$ cat config.mk
export PLATFORM = sky130hd
export DESIGN_NAME = scss_top
export DESIGN_NICKNAME = d
export VERILOG_FILES = /design/src/shared/scss_pkg.sv /design/src/logic/scss_top.sv
export SDC_FILE = /design/constraint.sdc
export NUM_CORES = 1
export LEC_CHECK = 0
export BUFFER_PORTS_ARGS = -buffer_cell sky130_fd_sc_hd__buf_2
export CAP_MARGIN = 40
export CORE_ASPECT_RATIO = 1.4
export CORE_MARGIN = 8
export CORE_UTILIZATION = 52
export CTS_CLUSTER_DIAMETER = 100
export DETAILED_ROUTE_END_ITERATION = 10
export GPL_TIMING_DRIVEN = 0
export PLACE_DENSITY = 0.75
export SYNTH_ARGS = -nofsm -noshare
export SYNTH_HDL_FRONTEND = slang
export SYNTH_SLANG_ARGS = --single-unit
$ cat constraint.sdc
create_clock -name CLK -period 7.1 [get_ports CLK]
set_input_delay 0.71 -clock CLK [delete_from_list [all_inputs] [get_ports CLK]]
set_output_delay 0.71 -clock CLK [all_outputs]
set_load 0.03 [all_outputs]
$ cat src/shared/scss_pkg.sv
// Package: register map, field layout and types of the system clock source select block
package scss_pkg;

   localparam int SCSS_AW = 12;
   localparam int SCSS_DW = 32;

   // Register byte offsets
   localparam logic [11:0] SCSS_OFS_CTRL = 12'h000;
   localparam logic [11:0] SCSS_OFS_PLL_SETUP = 12'h004;
   localparam logic [11:0] SCSS_OFS_DIVIDERS = 12'h008;
   localparam logic [11:0] SCSS_OFS_PLL_RATIO = 12'h00C;
   localparam logic [11:0] SCSS_OFS_STATUS = 12'h010;

   // Field positions
   localparam int SCSS_POS_CLOCK_SOURCE_SELECT = 0;
   localparam int SCSS_POS_BYPASS = 0;
   localparam int SCSS_POS_BAND = 1;
   localparam int SCSS_POS_INSEL = 3;
   localparam int SCSS_POS_K1 = 0;
   localparam int SCSS_POS_K2 = 16;
   localparam int SCSS_POS_PLL_INPUT_DIVIDER = 0;
   localparam int SCSS_POS_NMUL = 8;
   localparam int SCSS_POS_ACT = 0;
   localparam int SCSS_POS_SWITCHING = 2;
   localparam int SCSS_POS_LOCK = 3;

   // Field widths
   localparam int SCSS_K1_W = 10;
   localparam int SCSS_K2_W = 7;
   localparam int SCSS_P_W = 4;
   localparam int SCSS_N_W = 7;
   localparam int SCSS_PER_W = 16;
   localparam int SCSS_ACC_W = 24;

   // Clock source select codes
   localparam logic [1:0] SCSS_SEL_WAKEUP = 2'h0;
   localparam logic [1:0] SCSS_SEL_RSVD = 2'h1;
   localparam logic [1:0] SCSS_SEL_PLL = 2'h2;
   localparam logic [1:0] SCSS_SEL_DIRECT = 2'h3;

   // Band codes; bit 1 set is reserved
   localparam logic [1:0] SCSS_BAND_LOW = 2'h0;
   localparam logic [1:0] SCSS_BAND_HIGH = 2'h1;

   // Reset values
   localparam logic [1:0] SCSS_RST_CLOCK_SOURCE_SELECT = SCSS_SEL_WAKEUP;
   localparam logic SCSS_RST_BYPASS = 1'b1;
   localparam logic [1:0] SCSS_RST_BAND = SCSS_BAND_LOW;
   localparam logic SCSS_RST_INSEL = 1'b0;
   localparam logic [9:0] SCSS_RST_K1 = 10'h000;
   localparam logic [6:0] SCSS_RST_K2 = 7'h00;
   localparam logic [3:0] SCSS_RST_PLL_INPUT_DIVIDER = 4'h0;
   localparam logic [6:0] SCSS_RST_NMUL = 7'h00;

   // Active generation mode
   typedef enum logic [1:0] {
      SCSS_MODE_WAKEUP = 2'h0,
      SCSS_MODE_PRESC = 2'h1,
      SCSS_MODE_PLL = 2'h2,
      SCSS_MODE_DIRECT = 2'h3
   } scss_mode_t;

   typedef struct packed {
      logic [1:0] clock_source_select;
      logic vco_bypass;
      logic [1:0] vco_band_select;
      logic input_source_select;
      logic [9:0] output_prescaler_divider;
      logic [6:0] vco_output_divider;
      logic [3:0] pll_input_divider;
      logic [6:0] pll_multiplier;
   } scss_cfg_t;

   typedef struct packed {
      logic wakeup;
      logic internal;
      logic oscillator;
      logic direct;
   } scss_src_t;

endpackage

$ cat src/logic/scss_top.sv
// System clock source selection and generation with APB control registers
//
// Operation
// - Select code 11 passes the direct clock input unchanged as system clock.
// - Select 10 with bypass 1 divides oscillator clock by output prescaler plus one.
// - Prescaler input is the oscillator input or the internal clock source.
// - Prescaler factor one passes the oscillator clock with its own high/low times.
// - Output prescaler divides by up to 1024.
// - Select 10 with bypass 0 enables PLL; output is input times factor F.
// - F equals N over P times K2, each field plus one.
// - PLL input is the oscillator input pin or the on-chip clock source.
// - PLL period estimate moves gradually; writes of N, P or K2 change the frequency at once.
// - System clock is the VCO output divided by K2 plus one.
// - Band code 00 low band, 01 high band; 1X reserved, refused.
// - Select code 00 takes the wakeup clock source directly.
`timescale 1ns/1ps
`default_nettype none

module scss_top
   import scss_pkg::*;
(
   input wire logic CLK,
   input wire logic RST_N,
   input wire logic PSEL,
   input wire logic PENABLE,
   input wire logic PWRITE,
   input wire logic [SCSS_AW-1:0] PADDR,
   input wire logic [SCSS_DW-1:0] PWDATA,
   output logic [SCSS_DW-1:0] PRDATA,
   output logic PREADY,
   output logic PSLVERR,
   input wire logic DIRECT_CLOCK_INPUT,
   input wire logic OSCILLATOR_INPUT_PIN,
   input wire logic INTERNAL_CLK_IN,
   input wire logic WAKEUP_CLK_IN,
   output logic SYS_CLK,
   output logic PLL_ENABLE
);

   ////////////////////////////////////////////////////////////////////////////
   // Declarations
   scss_cfg_t cfg_ff;
   scss_src_t src_ff;
   scss_mode_t tgt_mode;
   scss_mode_t act_ff;
   logic [SCSS_DW-1:0] nxt_prdata;
   logic nxt_pslverr;
   logic [SCSS_DW-1:0] prdata_ff;
   logic pslverr_ff;
   logic wr_acc;
   logic rd_acc;
   logic hit;
   logic gen_src;
   logic gen_prev_ff;
   logic [SCSS_K1_W:0] k1_val;
   logic [SCSS_K1_W-1:0] k1_cnt_ff;
   logic presc_clk;
   logic [SCSS_PER_W-1:0] per_cnt_ff;
   logic [SCSS_PER_W-1:0] per_meas_ff;
   logic [SCSS_PER_W-1:0] per_filt_ff;
   logic [SCSS_ACC_W-1:0] acc_ff;
   logic [SCSS_ACC_W-1:0] acc_sum;
   logic [SCSS_ACC_W-1:0] thresh;
   logic vco_tick;
   logic [SCSS_K2_W-1:0] k2_cnt_ff;
   logic pll_clk_ff;
   logic [3:0] cand;
   logic sys_ff;
   logic in_rise;
   logic act_insel_ff;
   logic [SCSS_K1_W-1:0] act_k1_ff;
   logic cfg_chg;

   typedef enum logic [1:0] {SW_RUN, SW_WAIT_OLD, SW_WAIT_NEW} scss_sw_t;
   scss_sw_t sw_ff;

   ////////////////////////////////////////////////////////////////////////////
   // APB slave, zero wait states
   assign wr_acc = PSEL & PENABLE & PWRITE;
   assign rd_acc = PSEL & PENABLE & ~PWRITE;
   assign hit = (PADDR == SCSS_OFS_CTRL) | (PADDR == SCSS_OFS_PLL_SETUP) | (PADDR == SCSS_OFS_DIVIDERS) |
                (PADDR == SCSS_OFS_PLL_RATIO) | (PADDR == SCSS_OFS_STATUS);
   assign PREADY = 1'b1;
   assign PRDATA = prdata_ff;
   assign PSLVERR = pslverr_ff & PSEL & PENABLE;

   always_comb begin
      nxt_prdata = '0;
      nxt_pslverr = ~hit;
      unique case (PADDR)
         SCSS_OFS_CTRL: nxt_prdata[SCSS_POS_CLOCK_SOURCE_SELECT +: 2] = cfg_ff.clock_source_select;
         SCSS_OFS_PLL_SETUP: begin
            nxt_prdata[SCSS_POS_BYPASS] = cfg_ff.vco_bypass;
            nxt_prdata[SCSS_POS_BAND +: 2] = cfg_ff.vco_band_select;
            nxt_prdata[SCSS_POS_INSEL] = cfg_ff.input_source_select;
         end
         SCSS_OFS_DIVIDERS: begin
            nxt_prdata[SCSS_POS_K1 +: SCSS_K1_W] = cfg_ff.output_prescaler_divider;
            nxt_prdata[SCSS_POS_K2 +: SCSS_K2_W] = cfg_ff.vco_output_divider;
         end
         SCSS_OFS_PLL_RATIO: begin
            nxt_prdata[SCSS_POS_PLL_INPUT_DIVIDER +: SCSS_P_W] = cfg_ff.pll_input_divider;
            nxt_prdata[SCSS_POS_NMUL +: SCSS_N_W] = cfg_ff.pll_multiplier;
         end
         SCSS_OFS_STATUS: begin
            nxt_prdata[SCSS_POS_ACT +: 2] = act_ff;
            nxt_prdata[SCSS_POS_SWITCHING] = (sw_ff != SW_RUN);
            nxt_prdata[SCSS_POS_LOCK] = (per_filt_ff == per_meas_ff) && (per_meas_ff != '0);
         end
         default: nxt_prdata = '0;
      endcase
   end

   // Read word and error captured in setup, held through the access phase
   always_ff @(posedge CLK or negedge RST_N) begin
      if (!RST_N) begin
         prdata_ff <= '0;
         pslverr_ff <= 1'b0;
      end else if (PSEL && !PENABLE) begin
         prdata_ff <= PWRITE ? '0 : nxt_prdata;
         pslverr_ff <= nxt_pslverr;
      end else if (!PSEL) begin
         prdata_ff <= '0;
         pslverr_ff <= 1'b0;
      end
   end

   ////////////////////////////////////////////////////////////////////////////
   // Configuration registers
   always_ff @(posedge CLK or negedge RST_N) begin
      if (!RST_N) begin
         cfg_ff.clock_source_select <= SCSS_RST_CLOCK_SOURCE_SELECT;
         cfg_ff.vco_bypass <= SCSS_RST_BYPASS;
         cfg_ff.vco_band_select <= SCSS_RST_BAND;
         cfg_ff.input_source_select <= SCSS_RST_INSEL;
         cfg_ff.output_prescaler_divider <= SCSS_RST_K1;
         cfg_ff.vco_output_divider <= SCSS_RST_K2;
         cfg_ff.pll_input_divider <= SCSS_RST_PLL_INPUT_DIVIDER;
         cfg_ff.pll_multiplier <= SCSS_RST_NMUL;
      end else if (wr_acc) begin
         unique case (PADDR)
            SCSS_OFS_CTRL: cfg_ff.clock_source_select <= PWDATA[SCSS_POS_CLOCK_SOURCE_SELECT +: 2];
            SCSS_OFS_PLL_SETUP: begin
               cfg_ff.vco_bypass <= PWDATA[SCSS_POS_BYPASS];
               cfg_ff.input_source_select <= PWDATA[SCSS_POS_INSEL];
               if (!PWDATA[SCSS_POS_BAND + 1]) begin
                  cfg_ff.vco_band_select <= PWDATA[SCSS_POS_BAND +: 2];
               end
            end
            SCSS_OFS_DIVIDERS: begin
               cfg_ff.output_prescaler_divider <= PWDATA[SCSS_POS_K1 +: SCSS_K1_W];
               cfg_ff.vco_output_divider <= PWDATA[SCSS_POS_K2 +: SCSS_K2_W];
            end
            SCSS_OFS_PLL_RATIO: begin
               cfg_ff.pll_input_divider <= PWDATA[SCSS_POS_PLL_INPUT_DIVIDER +: SCSS_P_W];
               cfg_ff.pll_multiplier <= PWDATA[SCSS_POS_NMUL +: SCSS_N_W];
            end
            default: ;
         endcase
      end
   end

   ////////////////////////////////////////////////////////////////////////////
   // Source sampling and target mode
   always_ff @(posedge CLK or negedge RST_N) begin
      if (!RST_N) begin
         src_ff <= '0;
      end else begin
         src_ff.wakeup <= WAKEUP_CLK_IN;
         src_ff.internal <= INTERNAL_CLK_IN;
         src_ff.oscillator <= OSCILLATOR_INPUT_PIN;
         src_ff.direct <= DIRECT_CLOCK_INPUT;
      end
   end

   always_comb begin
      unique case (cfg_ff.clock_source_select)
         SCSS_SEL_DIRECT: tgt_mode = SCSS_MODE_DIRECT;
         SCSS_SEL_PLL: tgt_mode = cfg_ff.vco_bypass ? SCSS_MODE_PRESC : SCSS_MODE_PLL;
         default: tgt_mode = SCSS_MODE_WAKEUP;
      endcase
   end

   assign PLL_ENABLE = (cfg_ff.clock_source_select == SCSS_SEL_PLL) & ~cfg_ff.vco_bypass;

   // Common input for prescaler and PLL
   assign gen_src = act_insel_ff ? src_ff.internal : src_ff.oscillator;
   assign in_rise = gen_src & ~gen_prev_ff;

   always_ff @(posedge CLK or negedge RST_N) begin
      if (!RST_N) begin
         gen_prev_ff <= 1'b0;
      end else begin
         gen_prev_ff <= gen_src;
      end
   end

   ////////////////////////////////////////////////////////////////////////////
   // Output prescaler
   assign k1_val = {1'b0, act_k1_ff} + 11'h001;

   always_ff @(posedge CLK or negedge RST_N) begin
      if (!RST_N) begin
         k1_cnt_ff <= '0;
      end else if (in_rise) begin
         if ({1'b0, k1_cnt_ff} >= k1_val - 11'h001) begin
            k1_cnt_ff <= '0;
         end else begin
            k1_cnt_ff <= k1_cnt_ff + 10'h001;
         end
      end
   end

   // Factor one passes the input level straight through
   assign presc_clk = (act_k1_ff == '0) ? gen_src :
                      ({1'b0, k1_cnt_ff} < (k1_val >> 1));

   ////////////////////////////////////////////////////////////////////////////
   // PLL: input period tracking
   always_ff @(posedge CLK or negedge RST_N) begin
      if (!RST_N) begin
         per_cnt_ff <= '0;
         per_meas_ff <= '0;
      end else if (in_rise) begin
         per_cnt_ff <= 16'h0001;
         per_meas_ff <= per_cnt_ff;
      end else if (per_cnt_ff != 16'hFFFF) begin
         per_cnt_ff <= per_cnt_ff + 16'h0001;
      end
   end

   always_ff @(posedge CLK or negedge RST_N) begin
      if (!RST_N) begin
         per_filt_ff <= '0;
      end else if (in_rise && PLL_ENABLE) begin
         if (per_filt_ff < per_meas_ff) begin
            per_filt_ff <= per_filt_ff + 16'h0001;
         end else if (per_filt_ff > per_meas_ff) begin
            per_filt_ff <= per_filt_ff - 16'h0001;
         end
      end
   end

   ////////////////////////////////////////////////////////////////////////////
   // PLL: numeric VCO, two half-period ticks per VCO cycle
   assign thresh = SCSS_ACC_W'({4'h0, per_filt_ff} * ({16'h0, cfg_ff.pll_input_divider} + 20'h00001));
   assign acc_sum = acc_ff + SCSS_ACC_W'({cfg_ff.pll_multiplier, 1'b0}) + 24'h000002;
   assign vco_tick = PLL_ENABLE && (thresh != '0) && (acc_sum >= thresh);

   always_ff @(posedge CLK or negedge RST_N) begin
      if (!RST_N) begin
         acc_ff <= '0;
      end else if (!PLL_ENABLE) begin
         acc_ff <= '0;
      end else if (vco_tick) begin
         acc_ff <= acc_sum - thresh;
      end else if (thresh != '0) begin
         acc_ff <= acc_sum;
      end
   end

   // Divide VCO by K2 plus one: toggle after K2 plus one half ticks
   always_ff @(posedge CLK or negedge RST_N) begin
      if (!RST_N) begin
         k2_cnt_ff <= '0;
         pll_clk_ff <= 1'b0;
      end else if (!PLL_ENABLE) begin
         k2_cnt_ff <= '0;
         pll_clk_ff <= 1'b0;
      end else if (vco_tick) begin
         if (k2_cnt_ff >= cfg_ff.vco_output_divider) begin
            k2_cnt_ff <= '0;
            pll_clk_ff <= ~pll_clk_ff;
         end else begin
            k2_cnt_ff <= k2_cnt_ff + 7'h01;
         end
      end
   end

   ////////////////////////////////////////////////////////////////////////////
   // Glitch-free source switch
   assign cand[SCSS_MODE_WAKEUP] = src_ff.wakeup;
   assign cand[SCSS_MODE_PRESC] = presc_clk;
   assign cand[SCSS_MODE_PLL] = pll_clk_ff;
   assign cand[SCSS_MODE_DIRECT] = src_ff.direct;

   ////////////////////////////////////////////////////////////////////////////
   // Applied generator settings
   // Pending input select or prescaler divider change parks the output like a source change
   assign cfg_chg = (cfg_ff.input_source_select != act_insel_ff) |
                    (cfg_ff.output_prescaler_divider != act_k1_ff);

   // Generator input and divider take effect only while the output is low
   always_ff @(posedge CLK or negedge RST_N) begin
      if (!RST_N) begin
         act_insel_ff <= SCSS_RST_INSEL;
         act_k1_ff <= SCSS_RST_K1;
      end else if ((sw_ff == SW_WAIT_OLD) && !cand[act_ff]) begin
         act_insel_ff <= cfg_ff.input_source_select;
         act_k1_ff <= cfg_ff.output_prescaler_divider;
      end
   end

   ////////////////////////////////////////////////////////////////////////////
   // Switch sequencer

   always_ff @(posedge CLK or negedge RST_N) begin
      if (!RST_N) begin
         sw_ff <= SW_RUN;
         act_ff <= SCSS_MODE_WAKEUP;
         sys_ff <= 1'b0;
      end else begin
         unique case (sw_ff)
            SW_RUN: begin
               sys_ff <= cand[act_ff];
               if ((tgt_mode != act_ff) || cfg_chg) begin
                  sw_ff <= SW_WAIT_OLD;
               end
            end
            SW_WAIT_OLD: begin
               sys_ff <= cand[act_ff];
               if (!cand[act_ff]) begin
                  sw_ff <= SW_WAIT_NEW;
               end
            end
            SW_WAIT_NEW: begin
               sys_ff <= 1'b0;
               if (!cand[tgt_mode]) begin
                  act_ff <= tgt_mode;
                  sw_ff <= SW_RUN;
               end
            end
         endcase
      end
   end

   assign SYS_CLK = sys_ff;

endmodule // scss_top

`default_nettype wire

# After elaboration in Yosys (flattened, before gate mapping)
# Cells that the tools add are included.
[word_totals]
regBits = 177
output_inout_bits = 36
[classes]
order_cmp = 8
eq_ne = 20
reduce_logical = 27
n_mul = 1
addsub = 11
bitwise = 17
n_mux = 38
[op_table]
columns = ["op", "count"]
rows = [
  ["24-bit two-way mux", 3],
  ["16-bit two-way mux", 4],
  ["32-bit two-way mux", 2],
  ["16-bit by 1-bit adder with 16-bit output, second input constant", 2],
  ["7-bit two-way mux", 4],
  ["24-bit by 2-bit adder with 24-bit output, second input constant", 1],
  ["24-bit by 8-bit adder with 24-bit output", 1],
  ["12-bit by 4-bit == test with 1-bit output, second input constant", 2],
  ["24-bit by 21-bit greater-or-equal comparator with 1-bit output", 1],
  ["24-bit nonzero test", 1],
  ["24-bit by 21-bit subtractor with 24-bit output", 1],
  ["23-bit two-way mux", 1],
  ["16-bit by 5-bit multiplier with 21-bit output", 1],
  ["16-bit == test", 1],
  ["16-bit > comparator", 1],
  ["16-bit < comparator", 1],
  ["16-bit != test, second input constant", 1],
  ["16-bit nonzero test", 1],
  ["16-bit by 1-bit subtractor with 16-bit output, second input constant", 1],
  ["2-bit AND reduction", 7],
  ["12-bit by 3-bit == test with 1-bit output, second input constant", 1],
  ["12-bit by 5-bit == test with 1-bit output, second input constant", 1],
  ["12-bit zero test", 1],
  ["10-bit by 1-bit adder with 11-bit output, second input constant", 1],
  ["38 further kinds", 81],
]

# Logic depth before layout (Yosys ltp)
# Gate-level depths: netlist (run 1).
[depth]
ltp_word = 7
ltp_mapped = 29
mapped_depth_nobuf = 25

# Least setup slack after synthesis (run 1)
# Ideal clock, no wire load.
[synth_path]
kind = "register to register"
start = "register cfg_ff[7] (netlist name)"
end = "register acc_ff[12]"
arrival_ns = 6.747
setup_ns = 0.094
slack_ns = 0.259
stages_incl_launch_ff = 28
path_buffers = 4
cell_sequence = "dfrtp_1 ha_1 and3_1 clkbuf_1 clkbuf_1 nand2_1 fa_1 inv_1 fa_1 fa_1 ha_1 nand3_1 o2111ai_2 o2111a_1 or3_4 xnor2_4 ha_1 nand4_1 nor2_1 a221o_1 a311oi_2 a31oi_1 or2_1 clkbuf_1 buf_2 o21ai_0 o21ai_0 a211oi_1"
[synth_between]
elab_chain_len = 7
[synth_lines]
columns = ["item", "line", "text"]
rows = [
  ["start: declaration", "scss_top.sv:42", "scss_cfg_t cfg_ff;"],
  ["4-bit by 1-bit adder with 5-bit output (*)", "scss_top.sv:246", "assign thresh = SCSS_ACC_W'({4'h0, per_filt_ff} * ({16'h0, cfg_ff.pll_input_divider} + 20'h00001));"],
  ["16-bit by 5-bit multiplier with 21-bit output (*)", "scss_top.sv:246", ""],
  ["branches (longest 5 deep; another with 24-bit by 21-bit greater-or-equal comparator with 1-bit output)", "-", ""],
  ["end signal: assignment", "scss_top.sv:256", "acc_ff <= acc_sum - thresh;"],
  ["end signal: assignment", "scss_top.sv:258", "acc_ff <= acc_sum;"],
  ["end: declaration", "scss_top.sv:61", "logic [SCSS_ACC_W-1:0] acc_ff;"],
]
# Every way passes the cells marked *.
# A chain may end at the register's enable or synchronous reset.

# Worst setup path after layout (run 1)
# Ends and elaborated chain as after synthesis.

==> impl_metrics.py, run 1 <==
metrics = {
    "run_status": {
        "status": "completed",
    },
    "layout": {
        "drive_above_1_share": 0.153,
        "antennaDiodeCount": 0,
        "fillerInstances": 2262,
        "mostFrequentLayoutCell": "dfrtp_1",
        "finish.net_count": 1845,
        "most_frequent_cells_in_the_layout": "dfrtp_1, nand2_1, ha_1",
        "flow.area_growth_from_synthesis_pct": 12.5,
    },
    "floorplanning": {
        "floorplan.die_area_um2": 32600,
        "core_um2": 26700,
        "placement_rows": 71,
        "die_w_um": 155,
        "boundary_pins": 89,
        "initial_utilization": 0.526,
        "dieHeight_um": 211,
    },
    "timing": {
        "finalMaxSlewViolations": 0,
        "timing.clock.skew_ns": 0.00965,
        "finalHoldViolations": 0,
        "worst_slew_pin_slew_ns": 0.778,
        "worst_hold_slack_ns": 0.201,
        "finalSetupViolCount": 0,
        "max_freq_mhz": 146,
        "timing.max_slew.rel_slack": 0.476,
        "post-route-min-period_ns": 6.85,
        "timing.final.crit_share": 0.965,
        "layout_setup_ws_ns": 0.249,
    },
    "worst_setup_path": {
        "timing.rr.start": "cfg_ff[7]",
        "regToRegEndpoint": "acc_ff[12]",
        "r2r.worst_path.cells": 25,
        "timing.critical_path.fanout_max": 10,
        "critical_path.startpoint_type": "flip-flop",
        "slack_of_the_worst_reg_to_reg_path_ns": 0.25,
        "cp-end-kind": "flip-flop",
        "arrival_ns": 7.19,
        "cp.required_ns": 7.44,
        "critPathKind": "reg -> reg",
    },
    "global_routing": {
        "grt_max_degree": 102,
        "grt_first_pass_wirelength_um": 58000,
        "grt_pass1_vias": 11894,
        "grt_use_total": 0.218,
        "antenna_found_initial": 0,
        "globalRoute.totalOverflow": 0,
    },
    "logic_synthesis": {
        "postSynth.topFlopCell": "dfrtp_1",
        "synthesized_area_per_cell_um2": 9.27,
        "synth_cell_types": 81,
        "netlist_instances": 1516,
        "synth-async-reset-ratio": 1.00,
        "synth_edf_count": 0,
        "ys_ff_latch": 167,
        "netlist_area_um2": 14100,
        "seq_area_frac_synth": 0.297,
        "yosys_warnings": 0,
    },
    "drt": {
        "initialDrtViolationCount": 623,
        "route.final.wire_length_um": 35000,
        "routedWlPerCell_um": 17.5,
        "routed-via-count": 11666,
        "route.detailed.drc": 0,
        "drt_pass1_iterations": 5,
        "vias_per_cell": 5.85,
        "drtAntennaViolNets": 0,
    },
    "clock_network": {
        "tritoncts_num_sinks": 167,
        "cts_buffers": 17,
        "clockRootBuffer": "clkbuf_16",
        "cts_tree": "built",
        "insertion_delay_ns": 0.44,
        "max_h_tree_level": 4,
        "clk_pin_slew_ns": 0.07,
        "clock_tree_buffer_depth": 2,
    },
    "power": {
        "worst_ir_drop_vdd_mv": 0.130,
        "pwr_density_cell_nw_per_um2": 151,
        "p_leak_nw": 7.79,
    },
    "placement": {
        "gpl.final_weighted_congestion": 0.934,
        "detailedPlace.worstSlack_ns": -1.49,
        "port_buffers": 64,
        "dp.final_hpwl_um": 26700,
    },
    "min_path": {
        "hp-class": "in -> async",
    },
    "run": {
        "drv_cap": 0,
    },
}
==> sequential cells by signal, indices dropped and copies added (netlist names) <==
signal and cells:
PRDATA 22, src_ff 2, k1_cnt_ff 10, pll_clk_ff 1, gen_prev_ff 1, act_k1_ff 10, cfg_ff 33, k2_cnt_ff 7
act_ff 2, acc_ff 24, pslverr_ff 1, sw_ff 2, SYS_CLK 1, per_meas_ff 16, per_filt_ff 16, per_cnt_ff 16
act_insel_ff 1, cand 2
==> how the worst max path moves through the flow <==
stage	startpoint	to	slack [ns]	cells after the start
after floorplan	cfg_ff[7]	acc_ff[12]	0.26	27
after global placement	cfg_ff[7]	acc_ff[5]	-1.37	24
after detailed placement	cfg_ff[7]	acc_ff[5]	-1.49	24
after CTS	cfg_ff[8]	acc_ff[12]	0.03	26
after global routing	cfg_ff[7]	acc_ff[12]	-0.003	27
final	cfg_ff[7]	acc_ff[12]	0.25	25
==> per-stage QoR <==
stage | utilization | total power [mW] | cells | instance area (um2) | setup TNS (ns)
finish | 0.592 | 2.39 | 1995 | 15800 | 0
global route | 0.592 | 2.50 | 1995 | 15800 | -0.00652
CTS | 0.588 | 2.41 | 1991 | 15700 | 0
detailed placement | 0.557 | 1.46 | 1955 | 14900 | -38.26
global placement | 0.556 | 1.45 | 1954 | 14900 | -34.21
floorplan | - | 1.33 | 1525 | 14100 | 0
==> cell type report <==
| class | count | area, um2 | area share |
|---|---|---|---|
| buffer | 57 | 323 | 0.0204 |
| timing repair buffer | 78 | 459 | 0.0290 |
| clock inverter | 10 | 120 | 0.00759 |
| sequential | 167 | 4180 | 0.265 |
| tap | 365 | 457 | 0.0289 |
| multi-input combinational | 1196 | 9440 | 0.597 |
| clock buffer | 22 | 464 | 0.0293 |
| inverter | 100 | 375 | 0.0237 |
==> Yosys cell counts, types with 41 or more instances <==
library cell	instances	area, um2
clkbuf_1	41	154
xnor2_1	62	543
nand2_1	130	488
inv_1	99	372
o21ai_0	86	430
a21oi_1	55	275
and2_1	51	319
ha_1	130	1630
dfrtp_1	166	4150
mux2_2	65	732
nor2_1	89	334
fa_1	45	901
==> critical path, cell delays in order, from the launching register on <==
cell and delay, ns:
dfrtp_2 0.45, ha_4 0.20, xor2_4 0.20, clkbuf_8 0.21
nand2_1 0.07, fa_1 0.50, inv_1 0.06, fa_1 0.52
fa_1 0.50, ha_1 0.37, a211o_1 0.32, o2111a_1 0.27
or3_4 0.41, xnor2_4 0.24, ha_4 0.26, nand4_1 0.12
nor2_1 0.10, a221o_1 0.40, a311oi_4 0.29, buf_6 0.18
a31oi_4 0.13, or2_4 0.31, buf_4 0.19, o21ai_0 0.09
o21ai_0 0.13, a211oi_1 0.25
==> what timing repair did <==
action                     CTS  global route
hold buffers                 0             0
resized for setup           40            14
buffers inserted             7             6
setup endpoints to repair   32            32
pin swaps                    6             2
==> where the power goes <==
part	switching (mW)	total, mW	internal, mW
Sequential	0.0267	1.01	0.979
Clock	0.394	0.933	0.539
Combinational	0.274	0.455	0.181
==> metal layers <==
layer	vias to the layer above	global-route usage	share of wire
met3	71	0.0367	0.047
met2	301	0.399	0.52
met4	0	0.0905	0.032
met1	5735	0.246	0.40
met5	-	0	0
li1	5559	-	-
==> kinds of logic after synthesis <==
logic type,synth area share
AND/OR/NAND/NOR,0.183
AO/OA/AOI/OAI,0.161
adder cells (fa/ha/maj),0.180
flip-flops,0.297
buffers and inverters,0.0489
XOR/XNOR,0.0649
multiplexers,0.0652
other,0.000534
Note: power is estimated with default switching activity, not from simulation.
==> run 2, diff against run 1 <==
- MAX_ROUTING_LAYER: unset -> met4
==> run 2 against run 1 <==
  * Worst hold slack improved by 0.062 ns
  * Final cell count decreased by 0.10%
  * Global-route usage increased by 0.90 points
  * Power decreased by 0.65%
  * Cell area about the same
  * Maximum frequency decreased by 0.52%
  * Register-to-register slack got worse by 0.04 ns
  * Sequential power about the same
  * Worst setup slack got worse by 0.035 ns
  * Die area unchanged
  * Clock power decreased by 2%
  * Largest power group unchanged
==> impl_metrics.py, run 2 (synthesis results as in run 1) <==
metrics = {
    "placement": {
        "place.detailed.instances": 1955,
        "port_buffers": 64,
        "detailedPlace.worstSlack_ns": -1.30,
        "dp.final_hpwl_um": 27100,
        "gpl.final_weighted_congestion": 0.891,
    },
    "layout": {
        "antennaDiodeCount": 0,
        "final_core_util": 0.592,
        "largest_register": "cfg_ff",
        "drive_above_1_share": 0.155,
        "fin_cells": 1993,
        "finish.net_count": 1843,
        "mostFrequentLayoutCell": "dfrtp_1",
        "number_of_flip_flops_under_the_largest_register_name": 33,
        "fillerInstances": 2218,
        "seq_area_um2": 4180,
        "flow.area_growth_from_synthesis_pct": 12.6,
        "multi_input_gate_area_um2": 9460,
        "most_frequent_cells_in_the_layout": "dfrtp_1, nand2_1, ha_1",
    },
    "power": {
        "pwr_density_cell_nw_per_um2": 150,
        "p_leak_nw": 7.79,
        "worst_ir_drop_vdd_mv": 0.158,
    },
    "global_routing": {
        "grt_first_pass_wirelength_um": 58800,
        "antenna_found_initial": 0,
        "grt_pass1_vias": 12060,
        "grt_use_total": 0.227,
        "globalRoute.totalOverflow": 0,
        "grt_max_degree": 89,
    },
    "clock_network": {
        "cts-hold-fix-buffers": 0,
        "tritoncts_num_sinks": 167,
        "cts_buffers": 17,
        "clk_pin_slew_ns": 0.07,
        "cts_tree": "built",
        "max_h_tree_level": 4,
        "insertion_delay_ns": 0.44,
        "clockRootBuffer": "clkbuf_16",
        "clock_tree_buffer_depth": 2,
    },
    "drt": {
        "vias_per_cell": 5.83,
        "route.final.wire_length_um": 35300,
        "route.detailed.drc": 0,
        "drt_pass1_iterations": 7,
        "drtAntennaViolNets": 0,
        "routedWlPerCell_um": 17.7,
        "initialDrtViolationCount": 693,
        "routed-via-count": 11621,
    },
    "floorplanning": {
        "boundary_pins": 89,
        "initial_utilization": 0.526,
        "placement_rows": 71,
        "core_um2": 26700,
        "dieHeight_um": 211,
        "die_w_um": 155,
        "floorplan.die_area_um2": 32600,
    },
    "worst_setup_path": {
        "arrival_ns": 7.17,
        "timing.rr.start": "cfg_ff[7]",
        "cp-end-kind": "flip-flop",
        "timing.critical_path.from": "cfg_ff[7]",
        "critPathKind": "reg -> reg",
        "critical_path.startpoint_type": "flip-flop",
        "timing.critical_path.fanout_max": 10,
        "cp.required_ns": 7.39,
    },
    "timing": {
        "timing.max_slew.rel_slack": 0.463,
        "worst_slew_pin_slew_ns": 0.799,
        "timing.final.crit_share": 0.970,
        "timing.clock.skew_ns": 0.0141,
        "max_freq_mhz": 145,
        "finalSetupViolCount": 0,
        "finalMaxSlewViolations": 0,
        "final.setup.tns_ns": 0,
        "post-route-min-period_ns": 6.89,
        "finalHoldViolations": 0,
        "layout_setup_ws_ns": 0.214,
    },
    "run": {
        "drv_cap": 0,
    },
    "run_status": {
        "status": "completed",
    },
    "min_path": {
        "hp-class": "in -> async",
    },
}
run 2: cell types whose count changed in the layout (fill, tap and decap cells not counted), moves of 2 or more:
cell      change
o21ai_1       +2
buf_6         -2
buf_4         -2
ha_1          -3
clkbuf_1      -3
ha_4          +2
inv_6         +2
run 2: layer usage:
layer	vias up	global-route usage	part of all wire
met1	5632	0.248	0.40
met3	96	0.0346	0.047
li1	5569	-	-
met4	0	0.117	0.044
met5	-	-	0
met2	324	0.395	0.51
run 2: cell type report:
class	count	share of cell area
inverter	100	0.0237
sequential	167	0.264
buffer	58	0.0206
clock buffer	20	0.0295
tap	365	0.0289
timing repair buffer	75	0.0281
clock inverter	12	0.00727
multi-input combinational	1196	0.598
run 2: worst max-delay path, cell delays in order, from the launching register on:
cell and delay (ns):
dfrtp_2 0.45, ha_4 0.19, xor2_4 0.22, buf_4 0.23, nand2_1 0.09, fa_1 0.50
inv_1 0.06, fa_1 0.51, fa_1 0.52, ha_1 0.37, nor2b_1 0.19, o31ai_4 0.36
a21oi_2 0.15, a21o_1 0.21, a211oi_4 0.32, ha_1 0.33, nand4_1 0.12, nor2_1 0.10
a221o_1 0.39, a311oi_4 0.28, a31oi_4 0.19, or2_4 0.31, buf_4 0.19, o21ai_0 0.33
a211oi_1 0.13
run 2: metrics by stage:
stage / cell area [um2] / hold WS (ns) / power [mW]
after floorplan: 14100 / 0.414 / 1.33
after global placement: 14900 / 0.460 / 1.45
after detailed placement: 14900 / 0.468 / 1.47
after CTS: 15700 / 0.293 / 2.38
after global routing: 15800 / 0.315 / 2.49
final: 15800 / 0.263 / 2.38
run 2: repair_timing:
item                       in CTS  in global routing
gates cloned                    0                  0
resized for setup              32                 25
setup endpoints to repair      32                 32
setup buffers                   5                  5
pin swaps                       2                  8
run 2: worst paths after layout:
path | slack (ns) | endpoint | cells past startpoint
max in group asynchronous | 5.98 | PRDATA[5] | 2
hold / removal | 0.26 | per_filt_ff[12] | 1
setup reg to reg | 0.21 | acc_ff[7] | 24
hold reg to reg | 0.48 | PRDATA[8] | 2
setup / recovery | 0.21 | acc_ff[7] | 24
min in group CLK | 0.38 | src_ff[2] | 1
run 2: report_power, final:
| part | switching [mW] | internal, mW |
|---|---|---|
| sequential | 0.0277 | 0.979 |
| clock | 0.402 | 0.515 |
| combinational | 0.275 | 0.179 |
| total | 0.705 | 1.67 |
